[config.mk]
export PLATFORM = sky130hd
export DESIGN_NAME = sar_host_port
export DESIGN_NICKNAME = d
export VERILOG_FILES = /design/src/common/sar_port_pkg.sv /design/src/hdl/result_buffer.sv /design/src/hdl/sar_host_port.sv
export SDC_FILE = /design/constraint.sdc
export NUM_CORES = 1
export LEC_CHECK = 0
export ABC_CLOCK_PERIOD_IN_PS = 2660
export BUFFER_PORTS_ARGS = -buffer_cell sky130_fd_sc_hd__buf_2
export CAP_MARGIN = 5
export CORE_UTILIZATION = 58
export DETAILED_ROUTE_END_ITERATION = 8
export PLACE_DENSITY = 0.89
export SETUP_SLACK_MARGIN = 0.4
export SYNTH_ARGS = -nofsm -noshare
export SYNTH_HDL_FRONTEND = slang
export SYNTH_HIERARCHICAL = 1
export SYNTH_SLANG_ARGS = --single-unit
[constraint.sdc]
create_clock -name clk_sys_in -period 2.66 [get_ports clk_sys_in]
set_clock_uncertainty 0.1 [all_clocks]
set_input_delay 0.133 -clock clk_sys_in [delete_from_list [all_inputs] [get_ports clk_sys_in]]
set_output_delay 0.133 -clock clk_sys_in [all_outputs]
set_load 0.05 [all_outputs]
[src/common/sar_port_pkg.sv]
// Shared constants and carrier types for the converter host port.
// Assumes a single 20 MHz system clock and synchronous active-high reset.
package sar_port_pkg;
	// Clock period in nanoseconds.
	localparam int CLK_PERIOD_NS = 50;
	// Result width and data bus width.
	localparam int RESULT_BITS = 12;
	// Configuration byte field positions.
	localparam int MODE_HI_POS = 7;
	localparam int MODE_LO_POS = 6;
	localparam int ACQ_POS = 5;
	localparam int SGL_POS = 4;
	localparam int UNI_POS = 3;
	localparam int CHAN_HI_POS = 2;
	// Acquisition time in nanoseconds and its derived cycle count.
	localparam int ACQ_TIME_NS = 1000;
	localparam int ACQ_CYCLES = (ACQ_TIME_NS + CLK_PERIOD_NS - 1) /
		CLK_PERIOD_NS;
	// Conversion clock divider when the on-chip clock is used.
	localparam int INT_DIV = 2;
	// Configuration value after reset: full power-down, all fields zero.
	localparam logic [7:0] CFG_RESET = 8'h00;
	// Power and clock mode field encodings.
	localparam logic [1:0] PM_FULL_DOWN = 2'h0;
	localparam logic [1:0] PM_STANDBY = 2'h1;
	localparam logic [1:0] PM_INT_CLK = 2'h2;
	localparam logic [1:0] PM_EXT_CLK = 2'h3;
	// Highest channel index on the six-channel variant.
	localparam logic [2:0] CHAN_MAX = 3'h5;

	// Routing of the sampler inputs.
	typedef struct packed {
		logic [2:0] pos_channel;
		logic neg_is_common;
		logic [2:0] neg_channel;
	} mux_sel_s;

	// One result word carried through the output buffer.
	typedef struct packed {
		logic [RESULT_BITS-1:0] code;
	} result_s;
endpackage

[src/hdl/result_buffer.sv]
// Two-entry valid/ready buffer that carries finished result words.
// Assumes both sides share the system clock and synchronous reset.
`timescale 1ns/1ps
module result_buffer
	import sar_port_pkg::*;
(
	input wire logic clk_sys_in,
	input wire logic rst_in,
	input wire logic in_valid_in,
	output logic in_ready_out,
	input wire result_s in_data_in,
	output logic out_valid_out,
	input wire logic out_ready_in,
	output result_s out_data_out
);
	// Storage slots addressed by index.
	result_s mem_q [2];
	result_s mem_d [2];
	logic wr_ptr_q, wr_ptr_d;
	logic rd_ptr_q, rd_ptr_d;
	logic [1:0] count_q, count_d;

	// Flags are honest: full at two entries, empty at zero.
	assign in_ready_out = (count_q != 2'h2);
	assign out_valid_out = (count_q != 2'h0);
	assign out_data_out = mem_q[rd_ptr_q];

	// Next-state computation for pointers, count and storage.
	always_comb
	begin
		logic push;
		logic pop;
		push = in_valid_in && in_ready_out;
		pop = out_valid_out && out_ready_in;
		mem_d = mem_q;
		wr_ptr_d = wr_ptr_q;
		rd_ptr_d = rd_ptr_q;
		count_d = count_q;
		if (push)
		begin
			mem_d[wr_ptr_q] = in_data_in;
			wr_ptr_d = ~wr_ptr_q;
		end
		if (pop)
		begin
			rd_ptr_d = ~rd_ptr_q;
		end
		if (push && !pop)
		begin
			count_d = count_q + 2'h1;
		end
		else if (pop && !push)
		begin
			count_d = count_q - 2'h1;
		end
	end

	// Register stage.
	always_ff @(posedge clk_sys_in)
	begin
		if (rst_in)
		begin
			mem_q[0] <= '0;
			mem_q[1] <= '0;
			wr_ptr_q <= 1'b0;
			rd_ptr_q <= 1'b0;
			count_q <= 2'h0;
		end
		else
		begin
			mem_q <= mem_d;
			wr_ptr_q <= wr_ptr_d;
			rd_ptr_q <= rd_ptr_d;
			count_q <= count_d;
		end
	end
endmodule // result_buffer

[src/hdl/sar_host_port.sv]
// Host-facing parallel port and conversion sequencer of a 12-bit SAR
// converter. Pins are asynchronous and pass two flip-flops first; the
// analog comparator result arrives as a plain input on the system clock.
`timescale 1ns/1ps
module sar_host_port
	import sar_port_pkg::*;
(
	input wire logic clk_sys_in,
	input wire logic rst_in,
	input wire logic chip_select_n_in,
	input wire logic read_n_in,
	input wire logic write_n_in,
	input wire logic conv_clk_in,
	input wire logic [RESULT_BITS-1:0] parallel_data_bus_in,
	output logic [RESULT_BITS-1:0] parallel_data_bus_out,
	output logic [RESULT_BITS-1:0] parallel_data_bus_oe_out,
	output logic done_n_out,
	input wire logic comparator_in,
	output logic [RESULT_BITS-1:0] dac_code_out,
	output logic track_out,
	output mux_sel_s mux_sel_out,
	output logic powered_down_out,
	output logic standby_out,
	output logic overrun_out
);
	// Conversion sequencer states.
	typedef enum logic [2:0] {ST_IDLE, ST_ACQ_INT, ST_ACQ_EXT, ST_CONV,
		ST_STORE} seq_e;

	// Two-stage synchronisers for the asynchronous pins.
	logic [3:0] pin_s1_q;
	logic [3:0] pin_s2_q;
	logic [7:0] bus_s1_q;
	logic [7:0] bus_s2_q;
	// Previous synchronised levels for edge detection.
	logic rd_prev_q, wr_prev_q, clk_prev_q;
	// Sequencer state and working registers.
	seq_e state_q, state_d;
	logic [7:0] cfg_q, cfg_d;
	logic [RESULT_BITS-1:0] trial_q, trial_d;
	logic [RESULT_BITS-1:0] sar_q, sar_d;
	logic [3:0] bit_q, bit_d;
	logic [7:0] acq_cnt_q, acq_cnt_d;
	logic [1:0] div_q, div_d;
	logic done_q, done_d;
	logic track_q, track_d;
	logic overrun_q, overrun_d;
	logic [RESULT_BITS-1:0] hold_q, hold_d;
	logic [RESULT_BITS-1:0] dout_q, dout_d;
	logic drive_q, drive_d;
	mux_sel_s mux_q, mux_d;
	// Registered copies of the decoded outputs.
	logic [RESULT_BITS-1:0] dac_q, dac_d;
	logic done_n_q, done_n_d;
	logic pd_q, pd_d;
	logic sb_q, sb_d;
	// Buffer handshake.
	logic buf_in_valid, buf_in_ready, buf_out_valid, buf_out_ready;
	result_s buf_in_data, buf_out_data;

	// Synchronised pin views; only second stages are read.
	logic cs_n, rd_n, wr_n, ck;
	assign cs_n = pin_s2_q[0];
	assign rd_n = pin_s2_q[1];
	assign wr_n = pin_s2_q[2];
	assign ck = pin_s2_q[3];

	// Edge events derived from the second stage only.
	logic rd_fall, wr_rise, clk_fall, int_tick, step;
	assign rd_fall = !cs_n && rd_prev_q && !rd_n;
	assign wr_rise = !cs_n && !wr_prev_q && wr_n;
	assign clk_fall = clk_prev_q && !ck;
	assign int_tick = (div_q == 2'(INT_DIV - 1));
	// External clock mode steps on the falling pin clock; host keeps it
	// running, and the on-chip divider is used otherwise.
	assign step = (cfg_q[MODE_HI_POS:MODE_LO_POS] == PM_EXT_CLK) ?
		clk_fall : int_tick;

	// Output stage is taken from the buffer.
	assign buf_in_data.code = sar_q;
	assign buf_out_ready = rd_fall;

	result_buffer u_result_buffer
	(
		.clk_sys_in(clk_sys_in),
		.rst_in(rst_in),
		.in_valid_in(buf_in_valid),
		.in_ready_out(buf_in_ready),
		.in_data_in(buf_in_data),
		.out_valid_out(buf_out_valid),
		.out_ready_in(buf_out_ready),
		.out_data_out(buf_out_data)
	);

	// Synchroniser registers for pins and the low configuration byte.
	always_ff @(posedge clk_sys_in)
	begin
		if (rst_in)
		begin
			// Clock pin bit rests low so no false fall follows reset.
			pin_s1_q <= 4'h7;
			pin_s2_q <= 4'h7;
			bus_s1_q <= 8'h00;
			bus_s2_q <= 8'h00;
			rd_prev_q <= 1'b1;
			wr_prev_q <= 1'b1;
			clk_prev_q <= 1'b0;
		end
		else
		begin
			pin_s1_q <= {conv_clk_in, write_n_in, read_n_in,
				chip_select_n_in};
			pin_s2_q <= pin_s1_q;
			bus_s1_q <= parallel_data_bus_in[7:0];
			bus_s2_q <= bus_s1_q;
			rd_prev_q <= rd_n;
			wr_prev_q <= wr_n;
			clk_prev_q <= ck;
		end
	end

	// Sequencer, configuration, result and bus next-state logic.
	always_comb
	begin
		state_d = state_q;
		cfg_d = cfg_q;
		trial_d = trial_q;
		sar_d = sar_q;
		bit_d = bit_q;
		acq_cnt_d = acq_cnt_q;
		div_d = int_tick ? 2'h0 : div_q + 2'h1;
		done_d = done_q;
		track_d = track_q;
		overrun_d = 1'b0;
		hold_d = hold_q;
		mux_d = mux_q;
		buf_in_valid = 1'b0;
		// A read takes the oldest result and lifts completion.
		if (rd_fall)
		begin
			done_d = 1'b0;
			if (buf_out_valid)
			begin
				hold_d = buf_out_data.code;
			end
		end
		case (state_q)
			ST_IDLE:
			begin
				if (wr_rise)
				begin
					cfg_d = bus_s2_q;
					// Bits five selects how acquisition ends.
					if (bus_s2_q[MODE_HI_POS] == 1'b0)
					begin
						state_d = ST_IDLE; // Power-down modes.
					end
					else if (bus_s2_q[ACQ_POS])
					begin
						state_d = ST_ACQ_EXT;
					end
					else
					begin
						state_d = ST_ACQ_INT;
						acq_cnt_d = 8'(ACQ_CYCLES);
					end
					track_d = bus_s2_q[MODE_HI_POS];
					// Single-ended routes to common.
					mux_d.neg_is_common = bus_s2_q[SGL_POS];
					if (bus_s2_q[SGL_POS])
					begin
						mux_d.pos_channel = (bus_s2_q[CHAN_HI_POS:0] >
							CHAN_MAX) ? CHAN_MAX : bus_s2_q[CHAN_HI_POS:0];
						mux_d.neg_channel = 3'h0;
					end
					else
					begin
						mux_d.pos_channel = {bus_s2_q[1:0], 1'b0} ^
							{2'h0, bus_s2_q[CHAN_HI_POS]};
						mux_d.neg_channel = {bus_s2_q[1:0], 1'b0} ^
							{2'h0, ~bus_s2_q[CHAN_HI_POS]};
					end
				end
			end
			ST_ACQ_INT:
			begin
				if (acq_cnt_q == 8'h00)
				begin
					state_d = ST_CONV;
					track_d = 1'b0;
					trial_d = 12'h800;
					sar_d = 12'h000;
					bit_d = 4'hB;
				end
				else
				begin
					acq_cnt_d = acq_cnt_q - 8'h01;
				end
			end
			ST_ACQ_EXT:
			begin
				// The next write rise ends tracking.
				if (wr_rise)
				begin
					state_d = ST_CONV;
					track_d = 1'b0;
					trial_d = 12'h800;
					sar_d = 12'h000;
					bit_d = 4'hB;
				end
			end
			ST_CONV:
			begin
				// One bit decided per conversion clock.
				if (step)
				begin
					if (comparator_in)
					begin
						sar_d = sar_q | trial_q;
					end
					trial_d = trial_q >> 1;
					if (bit_q == 4'h0)
					begin
						state_d = ST_STORE;
					end
					else
					begin
						bit_d = bit_q - 4'h1;
					end
				end
			end
			ST_STORE:
			begin
				buf_in_valid = 1'b1;
				if (buf_in_ready)
				begin
					state_d = ST_IDLE;
					done_d = 1'b1;
				end
				else
				begin
					overrun_d = 1'b1; // Unread results stall here.
				end
			end
			default:
			begin
				state_d = ST_IDLE;
			end
		endcase
		// Drive only while select and read are both low.
		drive_d = !cs_n && !rd_n;
		dout_d = rd_fall && buf_out_valid ? buf_out_data.code : hold_q;
		// Output copies follow the next values so they stay in step.
		dac_d = sar_d | trial_d;
		done_n_d = !done_d;
		pd_d = (cfg_d[MODE_HI_POS:MODE_LO_POS] == PM_FULL_DOWN);
		sb_d = (cfg_d[MODE_HI_POS:MODE_LO_POS] == PM_STANDBY);
	end

	// Register stage for the sequencer and bus.
	always_ff @(posedge clk_sys_in)
	begin
		if (rst_in)
		begin
			state_q <= ST_IDLE;
			cfg_q <= CFG_RESET;
			trial_q <= 12'h000;
			sar_q <= 12'h000;
			bit_q <= 4'h0;
			acq_cnt_q <= 8'h00;
			div_q <= 2'h0;
			done_q <= 1'b0;
			track_q <= 1'b0;
			overrun_q <= 1'b0;
			hold_q <= 12'h000;
			dout_q <= 12'h000;
			drive_q <= 1'b0;
			mux_q <= '0;
			dac_q <= 12'h000;
			done_n_q <= 1'b1;
			pd_q <= (CFG_RESET[MODE_HI_POS:MODE_LO_POS] == PM_FULL_DOWN);
			sb_q <= (CFG_RESET[MODE_HI_POS:MODE_LO_POS] == PM_STANDBY);
		end
		else
		begin
			state_q <= state_d;
			cfg_q <= cfg_d;
			trial_q <= trial_d;
			sar_q <= sar_d;
			bit_q <= bit_d;
			acq_cnt_q <= acq_cnt_d;
			div_q <= div_d;
			done_q <= done_d;
			track_q <= track_d;
			overrun_q <= overrun_d;
			hold_q <= hold_d;
			dout_q <= dout_d;
			drive_q <= drive_d;
			mux_q <= mux_d;
			dac_q <= dac_d;
			done_n_q <= done_n_d;
			pd_q <= pd_d;
			sb_q <= sb_d;
		end
	end

	// Outputs straight from flip-flops.
	assign parallel_data_bus_out = dout_q;
	assign parallel_data_bus_oe_out = {RESULT_BITS{drive_q}};
	assign done_n_out = done_n_q;
	assign dac_code_out = dac_q;
	assign track_out = track_q;
	assign mux_sel_out = mux_q;
	assign powered_down_out = pd_q;
	assign standby_out = sb_q;
	assign overrun_out = overrun_q;
endmodule // sar_host_port
==> flow_summary.yaml, run 1 <==
yosys:
  yosys_warnings: 6
  syn_nets: 645
  synth_cell_types: 69
  syn_area_um2: 5980
  synth-seq-cells: 146
  yosysMostFrequentCell: "dfxtp_1"
  synth_edf_count: 0
  synth_ff_type: "dfxtp_1"
  syn_avg_cell_area_um2: 9.66
  yosysSeqAreaShare_pct: 48.9
  ys_top_cells_by_count: "dfxtp_1 (146), a21oi_1 (42), nand2_1 (40), inv_1 (32), nand2b_1 (32)"
  synth_top_area_cell: "dfxtp_1"
  async_reset_ff_share_pct: 0
  synthCells: 619
  netlist_top_cells_area: "dfxtp_1 (49%), mux2i_1 (4.5%), a21oi_1 (3.5%), nand2b_1 (3.3%), o211ai_1 (3.0%)"
  netlist.area_leader.share_pct: 48.9
clock_network:
  cts_tree: "done"
  cts.sinks: 146
  cts_setup_buffers: 0
  cts_buffers: 17
  clock_latency_ns: 0.52
  clockBufferDepth: 2
  cts_root_buf: "clkbuf_8"
  h-tree-depth: 4
  clk_pin_slew_worst_paths_ns: 0.06
critical_path:
  slowest_stage: "nor3b_1"
  critPathLaunchType: "flop"
  worstReg2RegStart: "pin_s2_q[0]"
  required_ns: 3.00
  path_class: "reg2reg"
  crit_path_cell_trace: "nor3b_1, o21ai_0, ha_1, xor2_1, or3_1, a21oi_1"
  crit_buf_inv: 0
  crit_fanout: 4
  critical_path.top_delay_family: "simple AND/OR/NAND/NOR gates"
  r2r_slack_ns: 0.49
  r2r_end: "u_result_buffer/count_q[1]"
  cp.arrival_ns: 2.51
  critPathMaxStageDelay_ns: 0.42
  cp-endpoint: "u_result_buffer/count_q[1]"
  cp.depth: 6
  worstSetupStartpoint: "pin_s2_q[0]"
  cp-end-kind: "flop"
  r2r_cells: 6
power:
  ir_worst_vdd_uv: 481
  p_sw_mw: 1.06
  clockPowerShare_pct: 49.0
  power_density_nw_per_um2: 677
  p_leak_nw: 2.80
  pwr-share-comb_pct: 3.5
  p_sw_share_pct: 22.6
  internal_power_mw: 3.62
  total_power_mw: 4.68
  seq_power_share_pct: 47.5
routing:
  drt_iter0_drc: 360
  drc: 0
  drt-wirelength-per-cell_um: 15.8
  via_per_inst: 5.70
  postRouteAntennaNets: 0
  routed_wl_um: 12800
  vias: 4638
  firstDrtPassIters: 5
sta:
  relSlewSlack_pct: 57.0
  tns_ns: 0
  finalCriticalPeriod_ns: 2.17
  worst_slew_pin_slew_ns: 0.645
  finalHoldViolCount: 0
  post-route-worst-setup-slack_ns: 0.492
  slew_viol_final: 0
  rsz0062_at_grt: "false"
  finalCritPeriodShare_pct: 81.5
  setup_viol: 0
  max_freq_mhz: 461
finish:
  regArea_um2: 2930
  area_growth_pct: 15.6
  nNetsFinal: 694
  multi_input_area_um2: 2610
  finish.utilization_pct: 70.1
  diodes: 0
  drive_gt1_share_pct: 21.2
  num-fill-cells: 713
floorplan:
  fp-row-count: 36
  start_util_pct: 60.6
  io_pins: 67
  fp.dieW_um: 104
  chipHeight_um: 104
  die_area_um2: 10700
  coreArea_um2: 9860
placement:
  place.port_buffers: 61
  hpwlAfterDp_um: 8060
  gp_congestion: 0.847
  pre_cts_slack_ns: 0.449
global_routing:
  grt-busiest-layer: "met2"
  use_met3_pct: 5.66
  grt_max_degree: 103
  grt.met2_usage_pct: 43.9
  grt_use_total_pct: 25.0
  antenna_found_initial: 0
  grt_pass1_vias: 4712
  overflow: 0
  grt_use_met1_pct: 28.2
  grt_pass1_wl_um: 21600
run_status:
  outcome: "finished clean"
min_path:
  holdCritPathClass: "in2reg"
  whs_path_depth: 4
  hp-start: "rst_in"
flow_run:
  maxCapViolations: 0
final cells by class:
type,instances,area share [%]
repair buffers,84,7.49
inverters,33,1.79
multi-input cells,386,37.7
flip-flops and latches,146,42.3
clock buffers,18,6.05
well taps,133,2.41
clock inverters,13,2.21
placed cells by master, fill, tap and decap left out, types with 11 or more instances in the layout:
| cell | Yosys | layout |
|---|---|---|
| dfxtp_1 | 146 | 144 |
| buf_2 | 12 | 61 |
| a21oi_1 | 42 | 42 |
| nand2_1 | 40 | 40 |
| inv_1 | 32 | 32 |
| nand2b_1 | 32 | 32 |
| mux2i_1 | 27 | 27 |
| o21ai_0 | 25 | 25 |
| o211ai_1 | 24 | 24 |
| nor2_1 | 22 | 21 |
| nor2b_1 | 19 | 19 |
| clkbuf_16 | 0 | 16 |
| nor3_1 | 15 | 15 |
| a211oi_1 | 14 | 14 |
| mux2_2 | 12 | 12 |
| dlygate4sd3_1 | 0 | 11 |
| buf_4 | 14 | 11 |
what timing repair did:
item                                   CTS  global route
endpoints found under the hold margin   11             0
cloned                                   0             0
hold buffers                            11             0
setup endpoints to repair                1            24
resized for setup                        1             3
worst register-to-register path, delay by kind of cell (launching register included):
family	cells	cell delay, ns
AND/OR/NAND/NOR	2	0.74
AO/OA/AOI/OAI	2	0.47
flip-flops	1	0.33
adder cells (fa/ha/maj)	1	0.29
XOR/XNOR	1	0.16
flip-flops by register name (all words and copies together), names as in the netlist, 3 cells and up:
signal	flops
hold_q	12
parallel_data_bus_out	12
trial_q	12
pin_s2_q	4
pin_s1_q	4
state_q	3
mux_sel_out	6
bit_q	4
bus_s2_q	7
acq_cnt_q	8
dac_code_out	12
cfg_q	3
bus_s1_q	7
buf_in_data	12
u_result_buffer/mem_q	24
routing by layer:
metal / part of all wire, % / routed length [um]
met1: 41 / 5240
met2: 52 / 6680
met3: 4.4 / 571
met4: 2.7 / 349
met5: 0 / 0
stage by stage:
stage / area (um2) / instances / hold WS [ns]
finish: 6910 / 813 / 0.00993
global route: 6910 / 813 / 0.0473
CTS: 6910 / 813 / 0.0378
detailed placement: 6230 / 771 / 0.217
global placement: 6230 / 771 / 0.217
floorplan: 5980 / 619 / 0.137
kinds of logic (layout without fill, tap and decap cells):
kind of cell    after synthesis  count (layout)  share of synthesized area (%)
flops                       146             146                           48.9
compound gates              142             142                           15.9
simple gates                195             195                           19.0
xor+xnor                      3               3                          0.440
buf+inv                      87             148                           7.53
fa+ha+maj                     7               7                           1.46
mux                          39              39                           6.78
worst min path at each step:
| stage | endpoint |
|---|---|
| after detailed placement | pin_s1_q[2] |
| after floorplan | pin_s1_q[0] |
| final | trial_q[9] |
| after CTS | overrun_out |
| after global routing | trial_q[2] |
| after global placement | pin_s1_q[2] |
power groups by stage:
| stage | Clock (mW) | Combinational, mW | Sequential, mW |
|---|---|---|---|
| 6_report | 2.29 | 0.165 | 2.22 |
| 5_1_grt | 2.43 | 0.181 | 2.22 |
| 4_1_cts | 2.31 | 0.163 | 2.22 |
| 3_5_place_dp | 0 | 0.150 | 2.27 |
| 3_3_place_gp | 0 | 0.144 | 2.27 |
| 2_1_floorplan | 0 | 0.111 | 2.27 |
No activity file was read; power rests on OpenSTA's default activity.
==> run 2: changes to the inputs <==
- ABC_CLOCK_PERIOD_IN_PS: 2660 -> 2150
- clock period: 2.66 -> 2.15 ns (I/O delays scaled with it)
==> run 2 against run 1 <==
Net effect:
- core utilization increased by 6.0 points
- non-clock buffer count up 34
- clock power is 37% higher
- clock-buffer cell count down 1
- worst setup slack got worse by 0.18 ns
- largest power group unchanged
==> flow_summary.yaml, run 2 (synthesis results as in run 1) <==
global_routing:
  grt_use_met1_pct: 31.7
  grt_pass1_wl_um: 23400
  grt_pass1_vias: 4723
  overflow: 0
  use_met3_pct: 6.04
  grt_max_degree: 80
  grt_use_total_pct: 27.6
  grt.met2_usage_pct: 48.4
  antenna_found_initial: 0
  grt-busiest-layer: "met2"
sta:
  finalCritPeriodShare_pct: 85.4
  relSlewSlack_pct: 53.3
  tns_ns: 0
  slew_viol_final: 0
  worst_slew_pin_slew_ns: 0.696
  rsz0062_at_grt: "true"
  max_freq_mhz: 545
  finalCriticalPeriod_ns: 1.84
  finalHoldViolCount: 0
  setup_viol: 0
  post-route-worst-setup-slack_ns: 0.315
  hold_ws_ns: 0.191
critical_path:
  critPathLaunchType: "flop"
  crit_path_cell_trace: "buf_6, and4b_2, o21ai_4, a2111o_1, a221oi_2"
  slowest_stage: "a2111o_1"
  cp.arrival_ns: 2.17
  cp-end-kind: "flop"
  path_class: "reg2reg"
  crit_fanout: 7
  critPathMaxStageDelay_ns: 0.42
  required_ns: 2.49
finish:
  num-fill-cells: 587
  nNetsFinal: 728
  top_register: "u_result_buffer/mem_q"
  layout.cells.most_common: "dfxtp_1"
  area_growth_pct: 25.6
  drive_gt1_share_pct: 29.5
  largest_reg_flops: 24
  layout_common_cells: "dfxtp_1 (137), buf_2 (62), nand2_1 (39)"
  diodes: 0
  finish.utilization_pct: 76.1
routing:
  via_per_inst: 5.84
  vias: 4951
  drt-wirelength-per-cell_um: 18.0
  firstDrtPassIters: 5
  drt_iter0_drc: 283
  drc: 0
  postRouteAntennaNets: 0
  routed_wl_um: 15200
floorplan:
  fp.dieW_um: 104
  io_pins: 67
  coreArea_um2: 9860
  chipHeight_um: 104
  die_area_um2: 10700
  fp-row-count: 36
  start_util_pct: 60.6
clock_network:
  cts_tree: "done"
  cts_root_buf: "clkbuf_8"
  clock_latency_ns: 0.54
  clockBufferDepth: 2
  h-tree-depth: 4
  cts_buffers: 17
  cts.sinks: 146
  clk_pin_slew_worst_paths_ns: 0.07
placement:
  hpwlAfterDp_um: 7930
  place.port_buffers: 61
  pre_cts_slack_ns: 0.169
  gp_congestion: 0.835
run_status:
  outcome: "finished clean"
min_path:
  holdCritPathClass: "in2reg"
power:
  ir_worst_vdd_uv: 703
  p_leak_nw: 3.06
  power_density_nw_per_um2: 817
  total_power_mw: 6.13
flow_run:
  maxCapViolations: 0
run 2: changes by cell type in the layout (fill, tap and decap cells not counted), sizes merged:
| cell | change |
|---|---|
| buf | +29 |
| bufinv | +1 |
| clkbuf | -1 |
| clkinvlp | -4 |
| dlygate4sd3 | +5 |
| inv | +5 |
run 2: layout make-up:
| class | instances | area [um2] | area share (%) |
|---|---|---|---|
| clock buffer | 17 | 414 | 5.52 |
| clock inverter | 15 | 209 | 2.78 |
| inverter | 33 | 129 | 1.72 |
| multi-input combinational | 386 | 2840 | 37.8 |
| sequential | 146 | 2940 | 39.2 |
| tap | 133 | 166 | 2.22 |
| timing repair buffer | 118 | 813 | 10.8 |
run 2: where the power goes:
part / total, mW / switching (mW) / internal [mW]
Sequential: 2.75 / 0.0214 / 2.73
Combinational: 0.247 / 0.138 / 0.109
Clock: 3.14 / 1.31 / 1.83
Total: 6.13 / 1.47 / 4.67
run 2: path summary, 6_finish.rpt:
check | from | slack (ns) | depth (start not counted) | to
min reg2reg | pin_s1_q[0] | 0.31 | 1 | pin_s2_q[0]
max | cfg_q[6] | 0.31 | 5 | bit_q[1]
min | chip_select_n_in | 0.19 | 3 | pin_s1_q[0]
max reg2reg | cfg_q[6] | 0.31 | 5 | bit_q[1]
run 2: critical path, delay by kind of cell, from the launching register on:
kind	cells	cell delay, ns
and+or+nand+nor	1	0.28
buffers and inverters	1	0.17
DFF	1	0.39
AOI/OAI and AO/OA	3	0.80
run 2: timing repair:
| action | CTS | global route |
|---|---|---|
| resized for setup | 30 | 38 |
| setup buffers | 16 | 7 |
| endpoints found under the hold margin | 17 | 0 |
| hold buffers | 16 | 0 |
| setup endpoints to repair | 64 | 50 |
| cloned | 0 | 1 |
| pin swaps | 13 | 18 |
run 2: per-layer routing:
| layer | vias up | part of all wire, % |
|---|---|---|
| li1 | 2302 | - |
| met1 | 2364 | 38 |
| met2 | 224 | 52 |
| met3 | 61 | 5.6 |
| met4 | 0 | 4.6 |
| met5 | - | 0 |
run 2: per-stage QoR:
| stage | instance area (um2) | cells |
|---|---|---|
| floorplan | 6040 | 619 |
| finish | 7510 | 848 |
| global placement | 6300 | 776 |
| detailed placement | 6300 | 776 |
| global route | 7510 | 848 |
| CTS | 7310 | 840 |
==> run 3: changes to the inputs <==
- CORE_UTILIZATION: 58 -> 54
- PLACE_DENSITY: 0.89 -> 0.84
==> run 3 against run 2 <==
Net effect:
- core utilization down 5.6 points
- fmax down 1.7%
- combinational power grew 5%
- global-route usage fell by 3.7 points
- power decreased by 1.1%
- sequential share of layout area is 0.52 points lower
- critical endpoint is now dac_code_out[11]
- register-to-register slack worse by 0.03 ns
- non-clock buffer count rose by 2
- cell count is 0.94% higher
- largest power group unchanged
- worst setup slack worse by 0.031 ns
- sequential cell count stayed put
==> flow_summary.yaml, run 3 (synthesis results as in run 1) <==
finish:
  area_growth_pct: 27.4
  drive_gt1_share_pct: 30.9
  num-fill-cells: 712
  largest_reg_flops: 24
  nNetsFinal: 730
  diodes: 0
  layout.cells.most_common: "dfxtp_1"
  layout_common_cells: "dfxtp_1 (136), buf_2 (62), nand2_1 (40)"
  top_register: "u_result_buffer/mem_q"
routing:
  via_per_inst: 5.66
  drt-met1-wl_um: 5780
  drc: 0
  routed_wl_um: 14100
  postRouteAntennaNets: 0
  top_layer_used: "met4"
  drt-wirelength-per-cell_um: 16.5
  firstDrtPassIters: 5
  vias: 4849
  dr_wl_met3_um: 794
  wl_met2_um: 7140
  drt_iter0_drc: 315
critical_path:
  r2r_slack_ns: 0.28
  worstReg2RegStart: "acq_cnt_q[1]"
  crit_fanout: 8
  cp.arrival_ns: 2.17
  path_class: "reg2reg"
  critPathLaunchType: "flop"
  required_ns: 2.45
  worstSetupStartpoint: "acq_cnt_q[1]"
  cp-end-kind: "flop"
placement:
  gp_congestion: 0.816
  hpwlAfterDp_um: 7940
  place.port_buffers: 61
power:
  p_leak_nw: 3.12
  ir_worst_vdd_uv: 618
  power_density_nw_per_um2: 797
sta:
  hold_ws_ns: 0.197
  relSlewSlack_pct: 58.3
  setup_viol: 0
  slew_viol_final: 0
  finalCriticalPeriod_ns: 1.87
  tns_ns: 0
  rsz0062_at_grt: "true"
  max_freq_mhz: 536
  worst_slew_pin_slew_ns: 0.625
  finalHoldViolCount: 0
  finalCritPeriodShare_pct: 86.8
min_path:
  holdCritPathClass: "in2reg"
  hp-start: "read_n_in"
clock_network:
  clk_pin_slew_worst_paths_ns: 0.06
  clock_latency_ns: 0.53
  cts_tree: "done"
  cts_root_buf: "clkbuf_8"
  cts.sinks: 146
  clockBufferDepth: 2
  cts_buffers: 17
  h-tree-depth: 4
global_routing:
  antenna_found_initial: 0
  grt_pass1_wl_um: 21400
  grt_use_total_pct: 23.8
  grt_pass1_vias: 4589
  overflow: 0
  grt_max_degree: 55
flow_run:
  maxCapViolations: 0
floorplan:
  fp.dieW_um: 107
  fp-row-count: 38
  io_pins: 67
  coreArea_um2: 10800
  start_util_pct: 55.4
  die_area_um2: 11500
  chipHeight_um: 107
run_status:
  outcome: "finished clean"
run 3: changes by cell type in the layout (fill, tap and decap cells not counted), sizes merged:
cell and change:
clkbuf +5, inv -10, clkinvlp +1, buf +2, bufinv +1, clkinv +2
run 3: stage by stage:
stage	power (mW)	std cells	setup WS (ns)	area, um2	utilization (%)
after floorplan	2.95	619	0.388	6040	-
after global placement	2.99	784	0.226	6320	58.5
after detailed placement	3.00	784	0.156	6320	58.5
after CTS	6.05	842	0.368	7290	67.5
after global routing	6.24	856	0.218	7610	70.5
final	6.07	856	0.284	7610	70.5
run 3: final cells by class:
cell class / count / area [um2] / share of cell area, %
Inverter: 33 / 124 / 1.63
Tap cell: 140 / 175 / 2.30
Multi-Input combinational cell: 386 / 2910 / 38.3
Clock buffer: 22 / 463 / 6.08
Clock inverter: 9 / 154 / 2.02
Sequential cell: 146 / 2940 / 38.7
Timing Repair Buffer: 120 / 841 / 11.0
run 3: path summary, 6_finish.rpt:
check,endpoint,depth (start not counted)
worst max-delay path,dac_code_out[11],9
worst min-delay path,pin_s1_q[1],3
worst max register to register,dac_code_out[11],9
worst min register to register,pin_s2_q[2],1
run 3: critical path, cell delays in order (launching register included):
cell,delay [ns]
dfxtp_2,0.35
inv_2,0.06
ha_4,0.15
nor4b_4,0.13
buf_4,0.17
and3_4,0.21
buf_4,0.14
buf_6,0.10
a311oi_2,0.23
o21ai_1,0.11
run 3: power by group:
part	switching, mW	internal [mW]
sequential	0.0181	2.73
clock	1.09	1.97
combinational	0.144	0.116
run 3: repair_timing:
| action | 4_1_cts | 5_1_grt |
|---|---|---|
| setup buffers | 10 | 11 |
| endpoints found under the hold margin | 19 | 0 |
| cloned | 1 | 3 |
| resized for setup | 33 | 55 |
| pin swaps | 10 | 18 |
| hold buffers | 16 | 0 |
| endpoints found under the setup margin | 45 | 40 |
run 3: routing by layer:
layer,global-route usage [%],vias up
li1,-,2318
met1,27.6,2318
met2,42.2,177
met3,5.41,36
met4,9.78,0
met5,0,-
